--- src/verilog/prmd_pkg.sv ---
/*
 * Shared constants for the four-channel pulse-width and fine-step generator:
 * register indices, field layouts, reset values, counter widths and the
 * fine-step interval decoder.
 * Assumes it is compiled before every module that imports it.
 */
`default_nettype none

package prmd_pkg;

    // Counter layout: low bits time the pulse, high bits number the interval.
    localparam int COUNT_W    = 10;
    localparam int PULSE_W    = 6;
    localparam int INTERVAL_W = 4;
    localparam int FINE_W     = 4;
    localparam int CHANNELS   = 4;
    localparam int FINE_REGS  = 2;

    // Register indices; the bus byte address is four times the index.
    localparam logic [9:0] IDX_WEIGHT_CH0  = 10'h074;
    localparam logic [9:0] IDX_FINE_CH1_0  = 10'h075;
    localparam logic [9:0] IDX_WEIGHT_CH1  = 10'h076;
    localparam logic [9:0] IDX_WEIGHT_CH2  = 10'h077;
    localparam logic [9:0] IDX_FINE_CH3_2  = 10'h078;
    localparam logic [9:0] IDX_WEIGHT_CH3  = 10'h079;
    localparam logic [9:0] IDX_STATUS      = 10'h07A;

    // Pulse-weight register fields.
    localparam int WEIGHT_FIXED_BIT  = 7;
    localparam int WEIGHT_INVERT_BIT = 6;
    localparam logic [7:0] WEIGHT_RESET = 8'h80;
    localparam logic [7:0] FINE_RESET   = 8'h00;

    // Status register fields.
    localparam int STATUS_LEVEL_LSB = 16;

    // Bus responses.
    localparam logic [1:0] RESP_OKAY   = 2'h0;
    localparam logic [1:0] RESP_SLVERR = 2'h2;

    // Fine-step interval codes.
    localparam logic [3:0] INTERVAL_MID   = 4'h8;
    localparam logic [2:0] INTERVAL_QUART = 3'h4;
    localparam logic [1:0] INTERVAL_EIGHT = 2'h2;

    typedef enum logic [0:0]
    {
        RS_IDLE = 1'b0,
        RS_DATA = 1'b1
    } prmd_rstate_t;

    // Each fine-step bit adds its own interval set; interval 0 is never chosen.
    function automatic logic prmd_stretch(input logic [3:0] interval, input logic [3:0] fine);
        logic hit;
        hit = 1'b0;
        hit = hit | (fine[0] & (interval == INTERVAL_MID));
        hit = hit | (fine[1] & (interval[2:0] == INTERVAL_QUART));
        hit = hit | (fine[2] & (interval[1:0] == INTERVAL_EIGHT));
        hit = hit | (fine[3] & interval[0]);
        return hit;
    endfunction

endpackage

`default_nettype wire

--- src/verilog/prmd_channel.sv ---
/*
 * One output channel: compares the shared pulse count with the channel's
 * weight, stretches selected intervals by one clock and applies polarity.
 * Assumes the shared counter and the register fields come from the top.
 */
`timescale 1ns/10ps
`default_nettype none

module prmd_channel
    import prmd_pkg::*;
(
    input  wire logic                  clock,
    input  wire logic                  resetn,
    input  wire logic [PULSE_W-1:0]    pulseCount,
    input  wire logic [INTERVAL_W-1:0] interval,
    input  wire logic [PULSE_W-1:0]    weight,
    input  wire logic [FINE_W-1:0]     fineStep,
    input  wire logic                  invert,
    output var  logic                  level
);

    logic stretch;
    logic inPulse;
    logic inExtra;
    logic next_level;

    // The extra clock sits at the match count, so a stretched pulse ends one later.
    assign stretch    = prmd_stretch(interval, fineStep);
    assign inPulse    = pulseCount < weight;
    assign inExtra    = stretch & (pulseCount == weight);
    assign next_level = (inPulse | inExtra) ^ invert;

    always_ff @(posedge clock or negedge resetn)
    begin
        if (!resetn)
        begin
            level <= 1'b0;
        end
        else
        begin
            level <= next_level;
        end
    end

endmodule

`default_nettype wire

--- src/verilog/prmd_top.sv ---
/*
 * Four-channel pulse-width generator with fine-step stretching, used as a
 * DAC behind external RC filters, with an AXI4-Lite register slave.
 * Assumes a single clock, synchronous bus masters and dedicated output pins.
 */
// Our own choice: the AXI4-Lite slave port.
// Summary of operation
// One shared 10-bit counter increments every clock for all channels.
// Low six counter bits overflowing sets every active channel's output.
// Low six bits matching a channel's weight resets that channel's output.
// After reset every channel pin is driven low, never floating.
// Selected intervals lengthen the pulse by one clock at its start; the code adds that clock at its end, at the match count.
// Each added increment lasts exactly one clock period.
// Fine-step bits select intervals 8; 4,12; 2,6,10,14; odd; bits add.
// Interval zero is never stretched; fine step zero stretches nothing.
// Weight and fine step zero with normal polarity keep output low.
// Weight 3Fh, fine step 0Fh: high always except one clock in interval 0.
// Software makes a static high by clearing both values and inverting.
// Weight register bit 7 always reads one; reset value reads 80h.
// Bit 6 inverts polarity: set means low during pulse, high after.
// Weight register bits 5 to 0 hold the compared pulse width.
// Each fine-step register holds two channels, low nibble lower channel.
// Weight and fine step form one 10-bit code, weight on top.
// Interval number is the upper four bits of the shared counter.
`timescale 1ns/10ps
`default_nettype none

module prmd_top
    import prmd_pkg::*;
#(
    parameter int ADDR_W = 12
)
(
    input  wire logic                clock,
    input  wire logic                resetn,
    input  wire logic [ADDR_W-1:0]   s_axi_awaddr,
    input  wire logic [2:0]          s_axi_awprot,
    input  wire logic                s_axi_awvalid,
    output var  logic                s_axi_awready,
    input  wire logic [31:0]         s_axi_wdata,
    input  wire logic [3:0]          s_axi_wstrb,
    input  wire logic                s_axi_wvalid,
    output var  logic                s_axi_wready,
    output var  logic [1:0]          s_axi_bresp,
    output var  logic                s_axi_bvalid,
    input  wire logic                s_axi_bready,
    input  wire logic [ADDR_W-1:0]   s_axi_araddr,
    input  wire logic [2:0]          s_axi_arprot,
    input  wire logic                s_axi_arvalid,
    output var  logic                s_axi_arready,
    output var  logic [31:0]         s_axi_rdata,
    output var  logic [1:0]          s_axi_rresp,
    output var  logic                s_axi_rvalid,
    input  wire logic                s_axi_rready,
    output wire logic [CHANNELS-1:0] pwmOut
);

    // Shared counter and channel settings.
    logic [COUNT_W-1:0]    count;
    logic [COUNT_W-1:0]    next_count;
    logic [PULSE_W:0]      weight [CHANNELS];
    logic [7:0]            fine [FINE_REGS];
    logic [FINE_W-1:0]     chanFine [CHANNELS];
    logic [PULSE_W-1:0]    chanWeight [CHANNELS];
    logic [CHANNELS-1:0]   chanInvert;

    // Write channel state.
    logic                  awHeld;
    logic                  wHeld;
    logic [ADDR_W-1:0]     awAddr;
    logic [7:0]            wByte;
    logic                  wLane;
    logic                  awTake;
    logic                  wTake;
    logic                  haveAw;
    logic                  haveW;
    logic                  wrDo;
    logic [ADDR_W-1:0]     wrAddr;
    logic [7:0]            wrByte;
    logic                  wrLane;
    logic [9:0]            wrIndex;
    logic                  wrHit;
    logic                  next_awHeld;
    logic                  next_wHeld;
    logic                  next_bvalid;
    logic                  wrStore;
    logic [CHANNELS-1:0]   wrWeight;
    logic [FINE_REGS-1:0]  wrFine;

    // Read channel state.
    prmd_rstate_t          rdState;
    prmd_rstate_t          next_rdState;
    logic                  arTake;
    logic [9:0]            rdIndex;
    logic                  rdHit;
    logic [31:0]           rdWord;

    // Index decoding shared by both channels.
    function automatic logic [9:0] word_index(input logic [ADDR_W-1:0] addr);
        return 10'(addr[ADDR_W-1:2]);
    endfunction

    function automatic logic is_mapped(input logic [9:0] idx);
        return (idx == IDX_WEIGHT_CH0) | (idx == IDX_FINE_CH1_0) | (idx == IDX_WEIGHT_CH1)
             | (idx == IDX_WEIGHT_CH2) | (idx == IDX_FINE_CH3_2) | (idx == IDX_WEIGHT_CH3)
             | (idx == IDX_STATUS);
    endfunction

    function automatic logic [FINE_W-1:0] fine_nibble(input logic [7:0] value, input logic upper);
        return upper ? value[FINE_W +: FINE_W] : value[FINE_W-1:0];
    endfunction

    // Bit 7 has no storage behind it; it is forced at the read mux instead.
    function automatic logic [7:0] weight_readback(input logic [PULSE_W:0] value);
        logic [7:0] readback;
        readback                   = 8'(value);
        readback[WEIGHT_FIXED_BIT] = 1'b1;
        return readback;
    endfunction

    // The counter never stops, so all channels share one frame phase.
    assign next_count = COUNT_W'(count + 1'b1);

    always_ff @(posedge clock or negedge resetn)
    begin
        if (!resetn)
        begin
            count <= '0;
        end
        else
        begin
            count <= next_count;
        end
    end

    // Each fine-step register feeds two neighbouring channels.
    assign chanFine[0] = fine_nibble(fine[0], 1'b0);
    assign chanFine[1] = fine_nibble(fine[0], 1'b1);
    assign chanFine[2] = fine_nibble(fine[1], 1'b0);
    assign chanFine[3] = fine_nibble(fine[1], 1'b1);

    genvar ch;
    generate
        for (ch = 0; ch < CHANNELS; ch++)
        begin : g_chan
            assign chanWeight[ch] = weight[ch][PULSE_W-1:0];
            assign chanInvert[ch] = weight[ch][WEIGHT_INVERT_BIT];

            // Weight supplies the top six code bits and fine step the low four.
            prmd_channel u_chan
            (
                .clock      (clock),
                .resetn     (resetn),
                .pulseCount (count[PULSE_W-1:0]),
                .interval   (count[COUNT_W-1:PULSE_W]),
                .weight     (chanWeight[ch]),
                .fineStep   (chanFine[ch]),
                .invert     (chanInvert[ch]),
                .level      (pwmOut[ch])
            );
        end
    endgenerate

    // Write address and data may arrive in either order; both are held
    // until the write is done, and nothing more is taken while a response waits.
    assign awTake      = s_axi_awvalid & s_axi_awready;
    assign wTake       = s_axi_wvalid & s_axi_wready;
    assign haveAw      = awHeld | awTake;
    assign haveW       = wHeld | wTake;
    assign wrDo        = haveAw & haveW & ~s_axi_bvalid;
    assign wrAddr      = awHeld ? awAddr : s_axi_awaddr;
    assign wrByte      = wHeld ? wByte : s_axi_wdata[7:0];
    assign wrLane      = wHeld ? wLane : s_axi_wstrb[0];
    assign wrIndex     = word_index(wrAddr);
    assign wrHit       = is_mapped(wrIndex);
    assign next_awHeld = haveAw & ~wrDo;
    assign next_wHeld  = haveW & ~wrDo;
    assign next_bvalid = wrDo | (s_axi_bvalid & ~s_axi_bready);

    // One select line per register keeps the store process free of decoding.
    assign wrStore     = wrDo & wrLane;
    assign wrWeight[0] = wrStore & (wrIndex == IDX_WEIGHT_CH0);
    assign wrWeight[1] = wrStore & (wrIndex == IDX_WEIGHT_CH1);
    assign wrWeight[2] = wrStore & (wrIndex == IDX_WEIGHT_CH2);
    assign wrWeight[3] = wrStore & (wrIndex == IDX_WEIGHT_CH3);
    assign wrFine[0]   = wrStore & (wrIndex == IDX_FINE_CH1_0);
    assign wrFine[1]   = wrStore & (wrIndex == IDX_FINE_CH3_2);

    always_ff @(posedge clock or negedge resetn)
    begin
        if (!resetn)
        begin
            awHeld <= 1'b0;
            wHeld  <= 1'b0;
            awAddr <= '0;
            wByte  <= '0;
            wLane  <= 1'b0;
        end
        else
        begin
            awHeld <= next_awHeld;
            wHeld  <= next_wHeld;
            if (awTake)
            begin
                awAddr <= s_axi_awaddr;
            end
            if (wTake)
            begin
                wByte <= s_axi_wdata[7:0];
                wLane <= s_axi_wstrb[0];
            end
        end
    end

    // Readies come from flip-flops, so each channel rests one cycle after a handshake.
    always_ff @(posedge clock or negedge resetn)
    begin
        if (!resetn)
        begin
            s_axi_awready <= 1'b0;
            s_axi_wready  <= 1'b0;
            s_axi_bvalid  <= 1'b0;
            s_axi_bresp   <= RESP_OKAY;
        end
        else
        begin
            s_axi_awready <= ~next_awHeld & ~next_bvalid;
            s_axi_wready  <= ~next_wHeld & ~next_bvalid;
            s_axi_bvalid  <= next_bvalid;
            if (wrDo)
            begin
                s_axi_bresp <= wrHit ? RESP_OKAY : RESP_SLVERR;
            end
        end
    end

    // Only byte lane 0 carries register data; other lanes are ignored.
    always_ff @(posedge clock or negedge resetn)
    begin
        if (!resetn)
        begin
            weight[0] <= WEIGHT_RESET[PULSE_W:0];
            weight[1] <= WEIGHT_RESET[PULSE_W:0];
            weight[2] <= WEIGHT_RESET[PULSE_W:0];
            weight[3] <= WEIGHT_RESET[PULSE_W:0];
            fine[0]   <= FINE_RESET;
            fine[1]   <= FINE_RESET;
        end
        else
        begin
            for (int i = 0; i < CHANNELS; i++)
            begin
                if (wrWeight[i])
                begin
                    weight[i] <= wrByte[PULSE_W:0];
                end
            end
            for (int i = 0; i < FINE_REGS; i++)
            begin
                if (wrFine[i])
                begin
                    fine[i] <= wrByte;
                end
            end
        end
    end

    // Read path: the fixed top bit of every weight register reads as one.
    assign arTake  = s_axi_arvalid & s_axi_arready;
    assign rdIndex = word_index(s_axi_araddr);
    assign rdHit   = is_mapped(rdIndex);

    always_comb
    begin
        rdWord = '0;
        unique case (rdIndex)
            IDX_WEIGHT_CH0: rdWord[7:0] = weight_readback(weight[0]);
            IDX_WEIGHT_CH1: rdWord[7:0] = weight_readback(weight[1]);
            IDX_WEIGHT_CH2: rdWord[7:0] = weight_readback(weight[2]);
            IDX_WEIGHT_CH3: rdWord[7:0] = weight_readback(weight[3]);
            IDX_FINE_CH1_0: rdWord[7:0] = fine[0];
            IDX_FINE_CH3_2: rdWord[7:0] = fine[1];
            IDX_STATUS:
            begin
                rdWord[COUNT_W-1:0] = count;
                rdWord[STATUS_LEVEL_LSB +: CHANNELS] = pwmOut;
            end
            default:
            begin
                rdWord = '0;
            end
        endcase
    end

    // Only one read is ever outstanding, so one state bit is enough.
    always_comb
    begin
        next_rdState = rdState;
        unique case (rdState)
            RS_IDLE:
            begin
                if (arTake)
                begin
                    next_rdState = RS_DATA;
                end
            end
            RS_DATA:
            begin
                if (s_axi_rready)
                begin
                    next_rdState = RS_IDLE;
                end
            end
        endcase
    end

    // Read data are latched at the address edge, so a status read shows the count of that edge.
    always_ff @(posedge clock or negedge resetn)
    begin
        if (!resetn)
        begin
            rdState       <= RS_IDLE;
            s_axi_arready <= 1'b0;
            s_axi_rvalid  <= 1'b0;
            s_axi_rdata   <= '0;
            s_axi_rresp   <= RESP_OKAY;
        end
        else
        begin
            rdState       <= next_rdState;
            s_axi_arready <= (next_rdState == RS_IDLE);
            s_axi_rvalid  <= (next_rdState == RS_DATA);
            if (arTake)
            begin
                s_axi_rdata <= rdWord;
                s_axi_rresp <= rdHit ? RESP_OKAY : RESP_SLVERR;
            end
        end
    end

endmodule

`default_nettype wire
--- config.mk ---
export PLATFORM = sky130hd
export DESIGN_NAME = prmd_top
export DESIGN_NICKNAME = d
export VERILOG_FILES = /design/src/verilog/prmd_pkg.sv /design/src/verilog/prmd_channel.sv /design/src/verilog/prmd_top.sv
export SDC_FILE = /design/constraint.sdc
export NUM_CORES = 1
export LEC_CHECK = 0
export ABC_CLOCK_PERIOD_IN_PS = 2400
export BUFFER_PORTS_ARGS = -buffer_cell sky130_fd_sc_hd__buf_4
export CORE_MARGIN = 8
export CORE_UTILIZATION = 39
export CTS_BUF_LIST = sky130_fd_sc_hd__clkbuf_4 sky130_fd_sc_hd__clkbuf_8
export DETAILED_ROUTE_END_ITERATION = 10
export GPL_TIMING_DRIVEN = 0
export PLACE_DENSITY = 0.6
export SETUP_SLACK_MARGIN = 0.15
export SLEW_MARGIN = 20
export SYNTH_ARGS = -nofsm -noshare
export SYNTH_HDL_FRONTEND = slang
export SYNTH_SLANG_ARGS = --single-unit
--- constraint.sdc ---
create_clock -name clock -period 2.4 [get_ports clock]
set_input_delay 0.48 -clock clock [delete_from_list [all_inputs] [get_ports clock]]
set_output_delay 0.48 -clock clock [all_outputs]
set_load 0.1 [all_outputs]
==> results.py <==
metrics = {
    "status": {
        "status": "complete, no violations",
    },
    "cts": {
        "clockRootBuffer": "clkbuf_8",
        "h-tree-depth": 3,
        "clk_pin_slew_ps": 100,
        "cts_buffers": 9,
        "clock_path_buffers": 2,
        "insertion_delay_ps": 380,
        "cts_setup_buffers": 0,
        "cts_tree": "done",
        "cts_hold_buf": 0,
        "clock-sinks": 100,
    },
    "setup_path": {
        "crit_path_end_kind": "flip-flop",
        "arrival_ps": 2250,
        "worstSetupPathType": "flip-flop to flip-flop",
        "start_kind": "flip-flop",
        "crit_fanout": 10,
        "critPathRequiredTime_ps": 2640,
    },
    "timing": {
        "skew_ps": 9.96,
        "hold_ws_ps": 143,
        "clock.fmax_mhz": 496,
        "worst_pin_slew_ps": 937,
        "slew_violations": 0,
        "hold_viol": 0,
        "rsz0062_at_grt": "no",
        "setup_tns_ps": 0,
        "setup_viol": 0,
        "max_slew_margin_pct": 37.5,
        "min_period_over_period_pct": 84.0,
        "period_needed_ps": 2020,
    },
    "grt": {
        "grt_max_degree": 101,
        "antenna_found_initial": 0,
        "grt_overflow_total": 0,
        "grt_pass1_wl_um": 20700,
        "met2_usage_pct": 23.4,
        "busiest_layer": "met2",
        "grt_pass1_vias": 3990,
        "grt_usage_pct": 14.6,
        "gr-usage-met3_pct": 4.63,
        "grt_util_met1_pct": 18.3,
    },
    "logic_synthesis": {
        "synth-adder-area-share_pct": 5.80,
        "synthFlopType": "dfrtp_1",
        "synth_edf_count": 0,
        "synth_top_cells_by_area": "dfrtp_1, mux2i_1, ha_1",
        "ys_seq_area_share_pct": 46.4,
        "ys_seq_elements": 100,
        "avgSynthCellArea_um2": 10.8,
        "yosys_warnings": 0,
        "yosysUniqueCellTypes": 55,
        "yosysTopAreaCell": "dfrtp_1",
        "synth-simple-area-share_pct": 12.1,
        "synth_area_um2": 5400,
        "netlist_top_cells_count": "dfrtp_1, nand2_1, inv_1",
        "synth_top_family_by_area": "compound AO/OA/AOI/OAI gates",
        "synthMuxAreaShare_pct": 12.2,
        "synth-compound-area-share_pct": 13.8,
        "synth-xor-area-share_pct": 1.95,
        "syn_inst": 499,
        "yosys.area.top_type_share_pct": 46.4,
        "synthArstFlopShare_pct": 100,
        "yosysMostFrequentCell": "dfrtp_1",
    },
    "route": {
        "routedWlPerCell_um": 16.3,
        "firstDrtPassIters": 4,
        "avgViaCountPerCell": 5.10,
        "totalWireLength_um": 12600,
        "drc": 0,
        "postRouteAntennaNets": 0,
        "drt_iter0_drc": 328,
        "vias": 3945,
    },
    "die": {
        "start_util_pct": 39.3,
        "fp-row-count": 43,
        "ios": 118,
        "die-area_um2": 17900,
        "die_x_um": 134,
        "fp.coreArea_um2": 13700,
        "die_h_um": 134,
    },
    "power": {
        "ir_worst_vdd_v": 0.000651,
        "power.leakage_uw": 0.00302,
        "p_per_area_nw_per_um2": 722,
    },
    "run": {
        "cap_violations": 0,
    },
    "min_path": {
        "hold_path_class": "input pin to async pin",
    },
    "place": {
        "gp_congestion": 0.833,
        "place.detailed.hpwl_um": 9870,
        "portBuffers": 59,
    },
    "cells_and_area": {
        "drive_gt1_share_pct": 24.5,
        "fin_nets": 686,
        "n_antenna_cell": 0,
        "area_growth_pct": 17.4,
        "fin_util_pct": 46.2,
    },
}
-- cell families after synthesis --
logic type / after synthesis
muxes: 58
and+or+nand+nor: 117
AOI/OAI and AO/OA: 108
other: 1
adders and majority gates: 25
buffers and inverters: 78
DFF: 100
xor gates and xnor gates: 12
-- power by group --
part	internal, uW	switching, uW	total, uW
Combinational	491	973	1460
Sequential	1920	158	2080
Clock	410	618	1030
Total	2820	1750	4570
-- repair_timing --
item | in CTS | in global routing
hold endpoints to repair | 0 | 0
endpoints found under the setup margin | 2 | 0
gates resized for setup | 1 | 0
-- worst max-delay path: stages, from the launching register on --
cell and delay, ps:
dfrtp_1 380, buf_6 150, or3b_4 410, nor4_4 280, o211ai_1 270, buf_2 260
nand2_1 70, o21ai_1 60
-- flip-flops by register name (all words and copies together) (netlist names) --
signal and cells:
chanWeight 24, awHeld 1, s_axi_arready 1, chanInvert 4, s_axi_bresp 1, wHeld 1
s_axi_wready 1, s_axi_rresp 1, awAddr 10, g_chan.u_chan.level 4, s_axi_awready 1, wLane 1
chanFine 16, s_axi_rdata 14, wByte 8, count 10, rdState 1, s_axi_bvalid 1
-- path summary, 6_finish.rpt --
path,cells past startpoint,slack [ps],to,startpoint
hold reg to reg,1,490,s_axi_rdata[7]$_DFFE_PN0P_,s_axi_rdata[7]$_DFFE_PN0P_
min in group clock,2,280,s_axi_bvalid$_DFF_PN0_,s_axi_bready
setup / recovery,7,380,chanWeight[15]$_DFFE_PN0P_,awHeld$_DFF_PN0_
setup reg to reg,7,380,chanWeight[15]$_DFFE_PN0P_,awHeld$_DFF_PN0_
hold / removal,1,140,s_axi_rdata[17]$_DFFE_PN0P_,resetn
max in group asynchronous,1,1500,s_axi_awready$_DFF_PN0_,resetn
-- layer usage --
| layer | share of wire, % | wire length, um |
|---|---|---|
| met1 | 46 | 5770 |
| met2 | 46 | 5750 |
| met3 | 6.7 | 837 |
| met4 | 1.6 | 206 |
| met5 | 0 | 0 |
-- per-stage QoR --
step                total power [uW]  area (um2)  setup WS, ps  instances
floorplan                       3220        5470           273        518
global placement                3560        6140           223        757
detailed placement              3590        6140           163        757
CTS                             4630        6330           347        773
global route                    4830        6330           231        773
finish                          4570        6330           384        773
-- cell usage in the layout (no fill, tap or decap), types with 5 or more instances in the layout --
cell type | netlist | final
o21ai_1 | 28 | 28
dfrtp_1 | 100 | 98
buf_6 | 4 | 5
a22oi_1 | 5 | 5
nor2_1 | 8 | 8
o211ai_1 | 7 | 7
nand2b_1 | 6 | 6
mux2i_1 | 34 | 34
nand3_1 | 8 | 8
xor2_1 | 5 | 5
buf_4 | 25 | 83
ha_1 | 25 | 25
nand2_1 | 55 | 55
nor2b_1 | 7 | 7
inv_1 | 38 | 38
nand4_1 | 6 | 6
mux2_2 | 20 | 20
o21ai_0 | 8 | 8
clkbuf_8 | 0 | 9
clkbuf_1 | 7 | 7
xnor2_1 | 7 | 7
a22o_1 | 11 | 11
a21oi_1 | 19 | 19
conb_1 | 1 | 20
-- layout make-up --
class	instances	area [um2]
buffer	40	279
clock buffer	10	131
clock inverter	6	56.3
fill	1301	7380
inverter	38	143
multi-input combinational	340	2550
sequential	100	2500
tap	180	225
timing repair buffer	59	447
No activity file was read; power rests on OpenSTA's default activity.
